## src/frame_codec_pkg.sv

```systemverilog
// Constants, register map and shared helpers for the fixed-frame host codec.
// Assumes a byte-wide transport on the same clock carries frames to and from the radar unit.
package frame_codec_pkg;

  localparam logic [7:0]  START_SYM      = 8'h7e;
  localparam logic [7:0]  END_SYM        = 8'h7f;
  localparam logic [7:0]  TYPE_USER      = 8'h01;
  localparam logic [7:0]  TYPE_SEND_REQ  = 8'h02;
  localparam logic [7:0]  TYPE_RELAY     = 8'h03;
  localparam logic [7:0]  TYPE_DISTANCE  = 8'h16;
  localparam logic [7:0]  LEN_USER       = 8'h0f;
  localparam logic [7:0]  LEN_SEND_REQ   = 8'h05;
  localparam logic [7:0]  LEN_RELAY      = 8'h09;
  localparam logic [7:0]  LEN_DISTANCE   = 8'h2f;
  localparam logic [7:0]  FRAME_LEN_RST  = 8'h2f;
  localparam logic [15:0] CRC_INIT       = 16'h0000;
  localparam logic [15:0] CRC_POLY_REFL  = 16'ha001;
  localparam int          RX_KEEP        = 12;
  localparam logic [7:0]  RX_KEEP_FIRST  = 8'h04;

  // Register offsets (byte addresses, one word each)
  localparam logic [7:0]  REG_CTRL       = 8'h00;
  localparam logic [7:0]  REG_FRAME_LEN  = 8'h04;
  localparam logic [7:0]  REG_ADDRS      = 8'h08;
  localparam logic [7:0]  REG_USER_HI    = 8'h0c;
  localparam logic [7:0]  REG_USER_LO    = 8'h10;
  localparam logic [7:0]  REG_RELAY      = 8'h14;
  localparam logic [7:0]  REG_STATUS     = 8'h18;
  localparam logic [7:0]  REG_RX_INFO    = 8'h1c;
  localparam logic [7:0]  REG_RX_W0      = 8'h20;
  localparam logic [7:0]  REG_RX_W1      = 8'h24;
  localparam logic [7:0]  REG_RX_W2      = 8'h28;

  // Field positions
  localparam int          CTRL_GO_USER   = 0;
  localparam int          CTRL_GO_RELAY  = 1;
  localparam int          CTRL_HANDSHAKE = 2;
  localparam int          ST_BUSY        = 0;
  localparam int          ST_CREDIT      = 1;
  localparam int          ST_CRC_ERR     = 2;
  localparam int          ST_FRAME_ERR   = 3;
  localparam int          ST_RX_NEW      = 4;
  localparam int          ST_PENDING     = 5;

  typedef enum logic [0:0] {TX_IDLE = 1'b0, TX_SEND = 1'b1} tx_state_t;

  // Reflected CRC-16, polynomial x^16+x^15+x^2+1
  function automatic logic [15:0] crc_byte(input logic [15:0] crc, input logic [7:0] b);
    logic [15:0] c;
    c = crc ^ {8'h00, b};
    for (int i = 0; i < 8; i++) begin
      c = c[0] ? ((c >> 1) ^ CRC_POLY_REFL) : (c >> 1);
    end
    return c;
  endfunction

  // Content length per known type; zero for types this codec does not check
  function automatic logic [7:0] content_len(input logic [7:0] t);
    if (t == TYPE_USER) return LEN_USER;
    else if (t == TYPE_SEND_REQ) return LEN_SEND_REQ;
    else if (t == TYPE_RELAY) return LEN_RELAY;
    else if (t == TYPE_DISTANCE) return LEN_DISTANCE;
    else return 8'h00;
  endfunction

endpackage

```

## src/fixed_frame_host.sv

```systemverilog
// Host-side codec for the fixed frame protocol: builds outgoing user-data and output
// switching frames, parses incoming frames, checks CRC and tracks send requests.
// Assumes an APB master for control and a same-clock byte transport (valid/ready out,
// valid-only in; the host never stalls reception).
//
// Notes on behaviour
// - Fixed-length frames, first byte 0x7e
// - End symbol 0x7f follows the CRC
// - Second byte is the type code
// - CRC covers type and data only
// - CRC-16 with x^16+x^15+x^2+1
// - Multi-byte fields sent MSB first
// - Signed fields are two's complement
// - Host reads blocks of frame length
// - Host pads outgoing frames to length
// - User data: address, 8 bytes, 15 total
// - One host frame per send request
// - Switch command: address, select, state masks
// - Host connects to port 3046 by default; here a same-clock byte transport carries the frames instead
// - Address: station, group, bit0 zero
//
// Design decisions made here: the APB register port and the register addresses.
`timescale 1ns/10ps
module fixed_frame_host
  import frame_codec_pkg::*;
(
  input  wire logic        clk,      // 40 MHz system clock
  input  wire logic        nrst,     // Asynchronous reset, active low
  input  wire logic        psel,     // APB select
  input  wire logic        penable,  // APB enable
  input  wire logic        pwrite,   // APB write
  input  wire logic [7:0]  paddr,    // APB byte address
  input  wire logic [31:0] pwdata,   // APB write data
  output logic      [31:0] prdata,   // APB read data
  output logic             pready,   // APB ready
  output logic             pslverr,  // APB error on unmapped address
  output logic      [7:0]  tx_data,  // Outgoing stream byte
  output logic             tx_valid, // Outgoing byte valid
  input  wire logic        tx_ready, // Transport takes byte
  input  wire logic [7:0]  rx_data,  // Incoming stream byte
  input  wire logic        rx_valid  // Incoming byte valid
);
  import frame_codec_pkg::*;

  logic        handshake_en;
  logic [7:0]  frame_len;
  logic [15:0] src_addr;
  logic [15:0] dst_addr;
  logic [63:0] user_bytes;
  logic [7:0]  sel_mask;
  logic [7:0]  state_mask;
  logic        pend_user;
  logic        pend_relay;
  logic        credit;
  logic        crc_err;
  logic        frame_err;
  logic        rx_new;
  tx_state_t   tx_state;
  logic [7:0]  tx_type;
  logic [7:0]  tx_idx;
  logic [15:0] tx_crc;
  logic [7:0]  rx_idx;
  logic [7:0]  rx_type;
  logic [15:0] rx_crc;
  logic [15:0] rx_crc_field;
  logic        rx_start_ok;
  logic        rx_end_ok;
  logic [7:0]  last_type;
  logic [7:0]  rx_buf [RX_KEEP];
  logic [7:0]  rx_hold [RX_KEEP];

  logic        apb_write;
  logic        apb_read;
  logic        start_tx;
  logic        tx_take;
  logic [15:0] next_tx_crc;
  logic [7:0]  tx_clen;
  logic [7:0]  next_tx_data;
  logic [7:0]  rx_t;
  logic [7:0]  rx_clen;
  logic [15:0] next_rx_crc;
  logic        rx_last;
  logic        end_now;
  logic        rx_good;
  logic        rx_bad_crc;
  logic        rx_bad_frame;
  logic [7:0]  tx_last_idx;
  logic [7:0]  rx_field_idx;

  assign apb_write = psel & penable & pready & pwrite;
  assign apb_read  = psel & penable & ~pready & ~pwrite;

  // APB: one wait state, then ready for a single cycle
  always_ff @(posedge clk or negedge nrst) begin
    if (!nrst) begin
      pready  <= 1'b0;
      pslverr <= 1'b0;
      prdata  <= 32'h0000_0000;
    end else begin
      pready  <= psel & penable & ~pready;
      pslverr <= psel & penable & ~pready & (paddr > REG_RX_W2 || paddr[1:0] != 2'b00);
      if (apb_read) begin
        if (paddr == REG_CTRL) prdata <= {29'h0, handshake_en, pend_relay, pend_user};
        else if (paddr == REG_FRAME_LEN) prdata <= {24'h0, frame_len};
        else if (paddr == REG_ADDRS) prdata <= {dst_addr, src_addr};
        else if (paddr == REG_USER_HI) prdata <= user_bytes[63:32];
        else if (paddr == REG_USER_LO) prdata <= user_bytes[31:0];
        else if (paddr == REG_RELAY) prdata <= {16'h0, state_mask, sel_mask};
        else if (paddr == REG_STATUS) prdata <= {26'h0, pend_user | pend_relay, rx_new, frame_err, crc_err,
                                                 credit, tx_state == TX_SEND};
        else if (paddr == REG_RX_INFO) prdata <= {24'h0, last_type};
        else if (paddr == REG_RX_W0) prdata <= {rx_hold[0], rx_hold[1], rx_hold[2], rx_hold[3]};
        else if (paddr == REG_RX_W1) prdata <= {rx_hold[4], rx_hold[5], rx_hold[6], rx_hold[7]};
        else if (paddr == REG_RX_W2) prdata <= {rx_hold[8], rx_hold[9], rx_hold[10], rx_hold[11]};
        else prdata <= 32'h0000_0000;
      end
    end
  end

  // Configuration registers
  always_ff @(posedge clk or negedge nrst) begin
    if (!nrst) begin
      handshake_en <= 1'b1;
      frame_len    <= FRAME_LEN_RST;
      src_addr     <= 16'h0000;
      dst_addr     <= 16'h0000;
      user_bytes   <= 64'h0;
      sel_mask     <= 8'h00;
      state_mask   <= 8'h00;
    end else if (apb_write) begin
      if (paddr == REG_CTRL) handshake_en <= pwdata[CTRL_HANDSHAKE];
      else if (paddr == REG_FRAME_LEN) frame_len <= pwdata[7:0];
      else if (paddr == REG_ADDRS) begin
        src_addr <= {pwdata[15:1], 1'b0};
        dst_addr <= {pwdata[31:17], 1'b0};
      end else if (paddr == REG_USER_HI) user_bytes[63:32] <= pwdata;
      else if (paddr == REG_USER_LO) user_bytes[31:0] <= pwdata;
      else if (paddr == REG_RELAY) begin
        sel_mask   <= pwdata[7:0];
        state_mask <= pwdata[15:8];
      end
    end
  end

  // Pending send orders; a new order while one waits is ignored
  always_ff @(posedge clk or negedge nrst) begin
    if (!nrst) begin
      pend_user  <= 1'b0;
      pend_relay <= 1'b0;
    end else if (start_tx) begin
      pend_user  <= 1'b0;
      pend_relay <= 1'b0;
    end else if (apb_write && paddr == REG_CTRL && !pend_user && !pend_relay) begin
      pend_user  <= pwdata[CTRL_GO_USER];
      pend_relay <= pwdata[CTRL_GO_RELAY] & ~pwdata[CTRL_GO_USER];
    end
  end

  // Credit from a received send request; a new request beats consumption
  assign start_tx = (tx_state == TX_IDLE) && (pend_user || pend_relay) && (credit || !handshake_en);

  always_ff @(posedge clk or negedge nrst) begin
    if (!nrst) credit <= 1'b0;
    else if (rx_good && rx_type == TYPE_SEND_REQ) credit <= 1'b1;
    else if (start_tx) credit <= 1'b0;
  end

  // Transmit byte builder
  function automatic logic [7:0] tx_byte(input logic [7:0] t, input logic [7:0] i, input logic [15:0] c);
    logic [7:0] cl;
    cl = content_len(t);
    if (i == 8'h00) return START_SYM;
    else if (i == 8'h01) return t;
    else if (i == 8'h02) return (t == TYPE_USER) ? src_addr[15:8] : dst_addr[15:8];
    else if (i == 8'h03) return (t == TYPE_USER) ? src_addr[7:0] : dst_addr[7:0];
    else if (i == cl - 8'h03) return c[15:8];
    else if (i == cl - 8'h02) return c[7:0];
    else if (i == cl - 8'h01) return END_SYM;
    else if (i >= cl) return 8'h00;
    else if (t == TYPE_RELAY) return (i == 8'h04) ? sel_mask : state_mask;
    else return user_bytes[8'd63 - 8'((i - 8'h04) * 8'h08) -: 8];
  endfunction

  assign tx_take     = (tx_state == TX_SEND) && tx_ready;
  assign tx_clen     = content_len(tx_type);
  assign tx_last_idx = (frame_len > tx_clen) ? frame_len - 8'h01 : tx_clen - 8'h01;
  assign next_tx_crc = (tx_idx >= 8'h01 && tx_idx <= tx_clen - 8'h04) ? crc_byte(tx_crc, tx_data) : tx_crc;
  assign next_tx_data = tx_byte(tx_type, tx_idx + 8'h01, next_tx_crc);

  always_ff @(posedge clk or negedge nrst) begin
    if (!nrst) begin
      tx_state <= TX_IDLE;
      tx_type  <= 8'h00;
      tx_idx   <= 8'h00;
      tx_crc   <= CRC_INIT;
      tx_data  <= 8'h00;
      tx_valid <= 1'b0;
    end else begin
      case (tx_state)
        TX_IDLE: begin
          if (start_tx) begin
            tx_state <= TX_SEND;
            tx_type  <= pend_user ? TYPE_USER : TYPE_RELAY;
            tx_idx   <= 8'h00;
            tx_crc   <= CRC_INIT;
            tx_data  <= START_SYM;
            tx_valid <= 1'b1;
          end
        end
        TX_SEND: begin
          if (tx_take) begin
            tx_crc <= next_tx_crc;
            if (tx_idx == tx_last_idx) begin
              tx_state <= TX_IDLE;
              tx_valid <= 1'b0;
              tx_data  <= 8'h00;
            end else begin
              tx_idx  <= tx_idx + 8'h01;
              tx_data <= next_tx_data;
            end
          end
        end
        default: tx_state <= TX_IDLE;
      endcase
    end
  end

  // Receive: fixed blocks of frame_len bytes
  assign rx_t         = (rx_idx == 8'h01) ? rx_data : rx_type;
  assign rx_clen      = content_len(rx_t);
  assign next_rx_crc  = (rx_idx >= 8'h01 && rx_idx <= rx_clen - 8'h04) ? crc_byte(rx_crc, rx_data) : rx_crc;
  assign rx_last      = rx_valid && (rx_idx == frame_len - 8'h01 || frame_len == 8'h00);
  assign end_now      = (rx_clen != 8'h00) && (rx_idx == rx_clen - 8'h01) && (rx_data == END_SYM);
  assign rx_bad_frame = rx_last && (!rx_start_ok || (rx_clen != 8'h00 && !(rx_end_ok || end_now)));
  assign rx_bad_crc   = rx_last && rx_clen != 8'h00 && rx_crc != rx_crc_field;
  assign rx_good      = rx_last && !rx_bad_frame && !rx_bad_crc;
  assign rx_field_idx = rx_idx - RX_KEEP_FIRST;

  always_ff @(posedge clk or negedge nrst) begin
    if (!nrst) begin
      rx_idx       <= 8'h00;
      rx_type      <= 8'h00;
      rx_crc       <= CRC_INIT;
      rx_crc_field <= 16'h0000;
      rx_start_ok  <= 1'b0;
      rx_end_ok    <= 1'b0;
      last_type    <= 8'h00;
      for (int i = 0; i < RX_KEEP; i++) begin
        rx_buf[i]  <= 8'h00;
        rx_hold[i] <= 8'h00;
      end
    end else if (rx_valid) begin
      rx_crc <= next_rx_crc;
      if (rx_idx == 8'h00) begin
        rx_start_ok <= (rx_data == START_SYM);
        rx_end_ok   <= 1'b0;
        rx_crc      <= CRC_INIT;
      end
      if (rx_idx == 8'h01) rx_type <= rx_data;
      if (rx_idx >= RX_KEEP_FIRST && rx_field_idx < 8'(RX_KEEP)) rx_buf[rx_field_idx[3:0]] <= rx_data;
      if (rx_clen != 8'h00 && rx_idx == rx_clen - 8'h03) rx_crc_field[15:8] <= rx_data;
      if (rx_clen != 8'h00 && rx_idx == rx_clen - 8'h02) rx_crc_field[7:0] <= rx_data;
      if (end_now) rx_end_ok <= 1'b1;
      if (rx_last) begin
        rx_idx <= 8'h00;
        if (rx_good) begin
          last_type <= rx_type;
          for (int i = 0; i < RX_KEEP; i++) begin
            rx_hold[i] <= rx_buf[i];
          end
        end
      end else begin
        rx_idx <= rx_idx + 8'h01;
      end
    end
  end

  // Sticky status, write one to clear; a new event wins over the clear
  always_ff @(posedge clk or negedge nrst) begin
    if (!nrst) begin
      crc_err   <= 1'b0;
      frame_err <= 1'b0;
      rx_new    <= 1'b0;
    end else begin
      crc_err   <= rx_bad_crc | (crc_err & ~(apb_write && paddr == REG_STATUS && pwdata[ST_CRC_ERR]));
      frame_err <= rx_bad_frame | (frame_err & ~(apb_write && paddr == REG_STATUS && pwdata[ST_FRAME_ERR]));
      rx_new    <= (rx_good && rx_type != TYPE_SEND_REQ) |
                   (rx_new & ~(apb_write && paddr == REG_STATUS && pwdata[ST_RX_NEW]));
    end
  end

endmodule

```

## config.mk

```make
export PLATFORM = sky130hd
export DESIGN_NAME = fixed_frame_host
export DESIGN_NICKNAME = d
export VERILOG_FILES = /design/src/frame_codec_pkg.sv /design/src/fixed_frame_host.sv
export SDC_FILE = /design/constraint.sdc
export NUM_CORES = 1
export LEC_CHECK = 0
export ABC_CLOCK_PERIOD_IN_PS = 4300
export BUFFER_PORTS_ARGS = -buffer_cell sky130_fd_sc_hd__buf_2
export CAP_MARGIN = 20
export CORE_ASPECT_RATIO = 0.7
export CORE_MARGIN = 4
export CORE_UTILIZATION = 45
export DETAILED_ROUTE_END_ITERATION = 8
export PLACE_DENSITY = 0.72
export SLEW_MARGIN = 20
export SYNTH_ARGS = -nofsm -noshare
export SYNTH_HDL_FRONTEND = slang
export SYNTH_SLANG_ARGS = --single-unit
```

## constraint.sdc

```tcl
create_clock -name clk -period 4.3 [get_ports clk]
set_input_delay 1.29 -clock clk [delete_from_list [all_inputs] [get_ports clk]]
set_output_delay 1.29 -clock clk [all_outputs]
set_load 0.02 [all_outputs]
```

==> impl_metrics.yaml, run 1 <==
synthesis:
  synthTopCellsByCount: "439 x dfrtp_1, 313 x mux2_2, 109 x nand2_1"
  syn_area_per_cell_um2: 11.6
  seq_area_frac_synth_pct: 48.0
  ys_top_cells_by_area: "dfrtp_1 47%, mux2_2 15%, ha_1 3.0%, xnor2_1 2.6%, mux2i_1 2.2%"
  yosysTopAreaCell: "dfrtp_1"
  synth_cells: 1996
  synthFlopType: "dfrtp_1"
  ys_warn_count: 0
  netlist_area_mm2: 0.0232
  yosysMostFrequentCell: "dfrtp_1"
  synth-edff-count: 0
  synth_seq_cells: 445
  synth_cell_types: 84
  async_flop_share_pct: 100
  syn_nets: 2106
  synth_top_cell_area_share_pct: 47.3
final_layout:
  postLayoutCellArea_mm2: 0.0274
  drive_gt1_share_pct: 34.4
  syn_to_final_growth_pct: 17.7
  nNetsFinal: 2275
  final_util_pct: 53.7
setup_path:
  worst_ep_required_time_ns: 4.76
  worstPathArrival_ns: 4.76
  r2r_cells: 18
  rrSetupSlack_ns: 0.05
  critPathKind: "input port to register"
  r2r_end: "rx_hold[84]$_DFFE_PN0P_"
  crit_fanout: 7
  startpoint_type: "input port"
  r2r_start: "rx_idx[4]$_DFFE_PN0P_"
  cp-end-kind: "register"
timing:
  worst_pin_slew_ns: 0.960
  fin_crit_sh_pct: 99.9
  relSlewSlack_pct: 35.4
  drv_slew: 0
  hold_viol_final: 0
  rsz0062_at_grt: "true"
  period_minus_slack_ns: 4.29
  setup_viol: 0
  worst_slack_ns: 0.00620
  max_freq_ghz: 0.233
  whs_ns: 0.495
  skew_ns: 0.0247
clocking:
  ctsHoldBuffers: 0
  clock-sinks: 445
  insertion_delay_ns: 0.58
  cts_buffers: 43
  clock_path_buffers: 3
  htreeDepth: 2
  cts_tree: "yes"
  clock-root-buffer: "clkbuf_16"
  clkTransAtPathRegs_ns: 0.06
floorplanning:
  initial_core_util_pct: 45.6
  die_w_um: 280
  num_io_pins: 98
  design.core.area_mm2: 0.0509
  dieArea_mm2: 0.0554
  die_h_um: 198
  num_rows: 69
detailed_routing:
  dr.pass1.iters: 6
  wl_um: 72700
  drt_iter0_markers: 2246
  dr_total_vias: 18000
  drtAntennaViolNets: 0
  avgViaCountPerCell: 6.27
  drc: 0
  avgRoutedWirePerCell_um: 25.3
min_path:
  min_to: "tx_crc[9]$_DFFE_PN0P_"
  hp-start: "tx_crc[9]$_DFFE_PN0P_"
  hold_depth: 2
  min_path_type: "register to register"
power:
  p_per_area_mw_per_mm2: 442
  vdd_drop_max_uv: 474
  p_total_uw: 12100
  leakage_uw: 0.0128
job:
  maxCapViolations: 0
grt:
  grt_max_degree: 96
  antenna_found_initial: 3
  grt_pass1_wl_um: 109000
  overflow: 0
  grtUsageTotal_pct: 25.5
  first_global_vias: 17700
place:
  finalWeightedCongestion: 0.959
  portBuffers: 97
  dp_worst_setup_slack_ns: -0.652
  hpwl_um: 52400
  dpl_cell_area_mm2: 0.0253
outcome:
  outcome: "complete, no violations"
## cell usage in the layout, fill, tap and decap left out, types with 9 or more instances in the layout
| master | n |
|---|---|
| nand4_1 | 26 |
| buf_2 | 91 |
| inv_1 | 42 |
| nand2b_1 | 9 |
| xor2_1 | 36 |
| mux2_4 | 62 |
| nor2_1 | 101 |
| buf_4 | 127 |
| ha_1 | 50 |
| xnor2_1 | 68 |
| a22oi_1 | 26 |
| nor4_1 | 11 |
| a211oi_1 | 16 |
| buf_12 | 14 |
| nand3_1 | 58 |
| o211ai_1 | 11 |
| a221oi_1 | 41 |
| nor3_1 | 11 |
| o21ai_0 | 74 |
| a31oi_1 | 30 |
| nand2_1 | 107 |
| mux4_2 | 16 |
| and2_1 | 16 |
| dfrtp_1 | 439 |
| and3_1 | 10 |
| clkbuf_16 | 47 |
| mux2i_1 | 50 |
| clkbuf_8 | 9 |
| o2bb2ai_1 | 16 |
| a21oi_1 | 48 |
| mux2_2 | 296 |
## where the power goes
part / switching [uW] / internal (uW) / leakage [uW]
Combinational: 1980 / 1510 / 0.00606
Clock: 1740 / 2150 / 0.000698
Sequential: 295 / 4420 / 0.00607
Total: 4020 / 8080 / 0.0128
## timing repair
item,in CTS,in global routing
resized for setup,2,94
endpoints found under the setup margin,103,109
buffers inserted,2,16
cloned,0,6
pin swaps,2,18
## state kept, by name (all words and copies together), names as in the netlist, 15 cells and up
signal / cells
rx_buf: 96
rx_hold: 96
user_bytes: 64
prdata: 32
rx_crc: 16
rx_crc_field: 16
tx_crc: 16
dst_addr: 15
src_addr: 15
## how the worst max path moves through the flow
stage                     startpoint                       to  slack (ns)  cells past startpoint
3_5_place_dp              rx_data[0]  rx_hold[31]$_DFFE_PN0P_       -0.65                     15
3_3_place_gp              rx_data[7]  rx_hold[29]$_DFFE_PN0P_       -0.60                     15
4_1_cts        rx_idx[6]$_DFFE_PN0P_  rx_hold[30]$_DFFE_PN0P_       0.005                     17
5_1_grt                   rx_data[0]   rx_hold[7]$_DFFE_PN0P_       -0.13                     18
6_report                  rx_data[4]  rx_hold[84]$_DFFE_PN0P_       0.006                     17
2_1_floorplan             rx_data[3]  rx_hold[70]$_DFFE_PN0P_       -0.35                     17
## cells by family after synthesis
family | after synthesis | share of synthesized area [%]
fa+ha+maj | 55 | 2.96
xor+xnor | 108 | 4.25
flops | 445 | 48.0
compound gates | 369 | 11.3
mux | 428 | 21.4
buf+inv | 172 | 3.14
simple gates | 419 | 8.99
## stage by stage
| step | cells | TNS, ns |
|---|---|---|
| floorplan | 1996 | -30.02 |
| global placement | 2771 | -60.98 |
| detailed placement | 2771 | -66.06 |
| CTS | 2850 | 0 |
| global route | 2872 | -6.77 |
| finish | 2873 | 0 |
## worst max-delay path: stages
cell and delay (ns):
buf_6 0.11, nor3_2 0.23, o211ai_1 0.18, mux2_4 0.31, nand2_4 0.09, inv_4 0.04, ha_4 0.25, xnor2_4 0.13
a2111oi_4 0.28, o311ai_2 0.15, nor4b_2 0.31, o2111ai_2 0.23, a211oi_4 0.33, buf_12 0.19, buf_12 0.15, clkbuf_16 0.17
mux2_4 0.30
## routing by layer
metal | part of all wire, % | global-route usage (%) | wire length, um
met5 | 0 | 0 | 0
met4 | 2.1 | 5.59 | 1550
met3 | 11 | 6.62 | 7770
met2 | 42 | 36.6 | 30500
met1 | 45 | 38.8 | 32800
## layout make-up
cell class,instances,area (um2)
diodes,2,5.00
clock buffers,59,1230
clock inverters,18,199
fillers,4278,23600
inverters,46,180
multi-input cells,1379,11800
flip-flops and latches,445,11100
well taps,674,843
repair buffers,250,1970
No activity file was read; power rests on OpenSTA's default activity.
==> run 2: changes to the inputs <==
Settings changed: BUFFER_PORTS_ARGS -buffer_cell sky130_fd_sc_hd__buf_2 to default, CELL_PAD_IN_SITES_DETAIL_PLACEMENT from default to 1, CELL_PAD_IN_SITES_GLOBAL_PLACEMENT from default to 1, DONT_BUFFER_PORTS from default to 1, PLACE_DENSITY 0.72 to 0.81.
==> impl_metrics.yaml, run 2 (synthesis results as in run 1) <==
timing:
  drv_slew: 28
  hold_viol_final: 0
  fin_crit_sh_pct: 103
  period_minus_slack_ns: 4.43
  max_freq_ghz: 0.225
  setup_viol: 105
  relSlewSlack_pct: -1.38
  rsz0062_at_grt: "true"
  fin_setup_tns_ns: -8.95
  worst_slack_ns: -0.135
  worst_pin_slew_ns: 1.52
  skew_ns: 0.0339
setup_path:
  crit_fanout: 8
  cpMostUsedCell: "buf_4"
  rrSetupSlack_ns: -0.13
  r2r_start: "rx_type[6]$_DFFE_PN0P_"
  crit_slowest_cell: "nor4b_2"
  timing.critical_path.buf_inv: 5
  critPathKind: "register to register"
  worstPathArrival_ns: 4.91
  path_cells: "nor4_2 > buf_4 > nand4_1 > o21ai_4 > or2_4 > clkinvlp_4 > ha_4 > xnor2_4 > a2111oi_4 > o311ai_2 > nor4b_2 > o2111ai_2 > a211oi_4 > buf_6 > buf_16 > buf_4 > mux2_2"
  endpoint: "rx_hold[10]$_DFFE_PN0P_"
  r2r_end: "rx_hold[10]$_DFFE_PN0P_"
  worst_ep_required_time_ns: 4.77
  crit_path_max_incr_delay_ns: 0.44
  crit_family: "compound AO/OA/AOI/OAI gates"
  r2r_cells: 17
  cp-end-kind: "register"
  crit_start: "rx_type[6]$_DFFE_PN0P_"
  startpoint_type: "register"
  path_depth: 17
final_layout:
  multi_input_area_mm2: 0.0118
  reg_top3: "rx_buf x96, rx_hold x96, user_bytes x64"
  layout_commonest_cell: "dfrtp_1"
  syn_to_final_growth_pct: 14.5
  fillCellCount: 5203
  mostFrequentLayoutCells: "439 x dfrtp_1, 274 x mux2_2, 107 x nand2_1"
  nNetsFinal: 2142
  drive_gt1_share_pct: 29.5
  postLayoutCellArea_mm2: 0.0266
  seq_area_mm2: 0.0111
floorplanning:
  die_h_um: 198
  initial_core_util_pct: 45.6
  num_rows: 69
  design.core.area_mm2: 0.0509
  die_w_um: 280
  num_io_pins: 98
  dieArea_mm2: 0.0554
detailed_routing:
  drt_iter0_markers: 2035
  dr_total_vias: 17800
  wl_um: 81600
  drtAntennaViolNets: 0
  avgRoutedWirePerCell_um: 29.8
  dr.pass1.iters: 7
  drc: 0
  avgViaCountPerCell: 6.49
grt:
  first_global_vias: 18600
  overflow: 0
  antenna_found_initial: 6
  grtUsageTotal_pct: 28.5
  grt_max_degree: 446
  grt_pass1_wl_um: 120000
place:
  hpwl_um: 56300
  dpl_cell_area_mm2: 0.0246
  dp_worst_setup_slack_ns: -0.557
  finalWeightedCongestion: 0.902
  portBuffers: 0
clocking:
  cts_tree: "yes"
  clock_path_buffers: 3
  ctsHoldBuffers: 0
  clock-sinks: 445
  clkTransAtPathRegs_ns: 0.07
  cts_buffers: 44
  clock-root-buffer: "clkbuf_16"
  insertion_delay_ns: 0.59
  htreeDepth: 2
outcome:
  outcome: "finished with violations"
  violations: "max-slew violations, negative setup slack"
min_path:
  min_path_type: "input port to async pin"
power:
  leakage_uw: 0.0123
  p_per_area_mw_per_mm2: 460
  vdd_drop_max_uv: 449
job:
  maxCapViolations: 0
-- run 2: how the worst min path moves through the flow --
stage | from | to | cells past startpoint
after floorplan | crc_err$_DFF_PN0_ | crc_err$_DFF_PN0_ | 2
after global placement | rx_buf[50]$_DFFE_PN0P_ | rx_hold[50]$_DFFE_PN0P_ | 1
after detailed placement | rx_hold[93]$_DFFE_PN0P_ | rx_hold[93]$_DFFE_PN0P_ | 1
after CTS | nrst | dst_addr[14]$_DFFE_PN0P_ | 0
after global routing | nrst | prdata[13]$_DFFE_PN0P_ | 0
final | nrst | user_bytes[30]$_DFFE_PN0P_ | 0
-- run 2: final cells by class --
class / count / share of cell area [%]
Clock buffer: 65 / 4.81
Inverter: 46 / 0.663
Multi-Input combinational cell: 1379 / 44.5
Timing Repair Buffer: 116 / 4.04
Tap cell: 674 / 3.17
Sequential cell: 445 / 41.9
Antenna cell: 2 / 0.0188
Clock inverter: 16 / 0.903
-- run 2: routing by layer --
layer | track usage (%) | share of wire, % | wire [um] | vias to the layer above
met3 | 8.78 | 10 | 8340 | 152
met4 | 6.30 | 2.7 | 2240 | 8
met5 | 0.855 | 0.13 | 104 | -
li1 | - | - | - | 7449
met2 | 44.0 | 45 | 36400 | 854
met1 | 39.8 | 42 | 34600 | 9351
-- run 2: worst reg2reg max path, delay by kind of cell (launching register included) --
kind | cells | cell delay, ns
AO/OA/AOI/OAI | 5 | 1.29
AND/OR/NAND/NOR | 4 | 1.10
buffers and inverters | 5 | 0.78
flip-flops | 1 | 0.40
multiplexers | 1 | 0.34
adder cells (fa/ha/maj) | 1 | 0.30
XOR/XNOR | 1 | 0.14
-- run 2: metrics by stage --
step	total power (uW)	hold WS (ns)	cells	util, %
6_report	12200	0.409	2743	52.2
5_1_grt	12700	0.399	2741	52.2
4_1_cts	12100	0.403	2732	51.5
3_5_place_dp	7930	0.474	2644	48.2
3_3_place_gp	7810	0.464	2644	48.2
2_1_floorplan	6930	0.447	1996	-
-- run 2: where the power goes --
group | total (uW) | switching (uW) | internal, uW | leakage [uW]
combinational | 3240 | 1820 | 1420 | 0.00544
sequential | 4840 | 421 | 4420 | 0.00607
clock | 4150 | 1820 | 2330 | 0.000743
total | 12200 | 4060 | 8170 | 0.0123
-- run 2: repair_timing --
| action | in CTS | in global routing |
|---|---|---|
| buffers inserted | 6 | 7 |
| cloned | 1 | 2 |
| pin swaps | 7 | 6 |
| endpoints found under the setup margin | 95 | 108 |
| gates resized for setup | 15 | 66 |
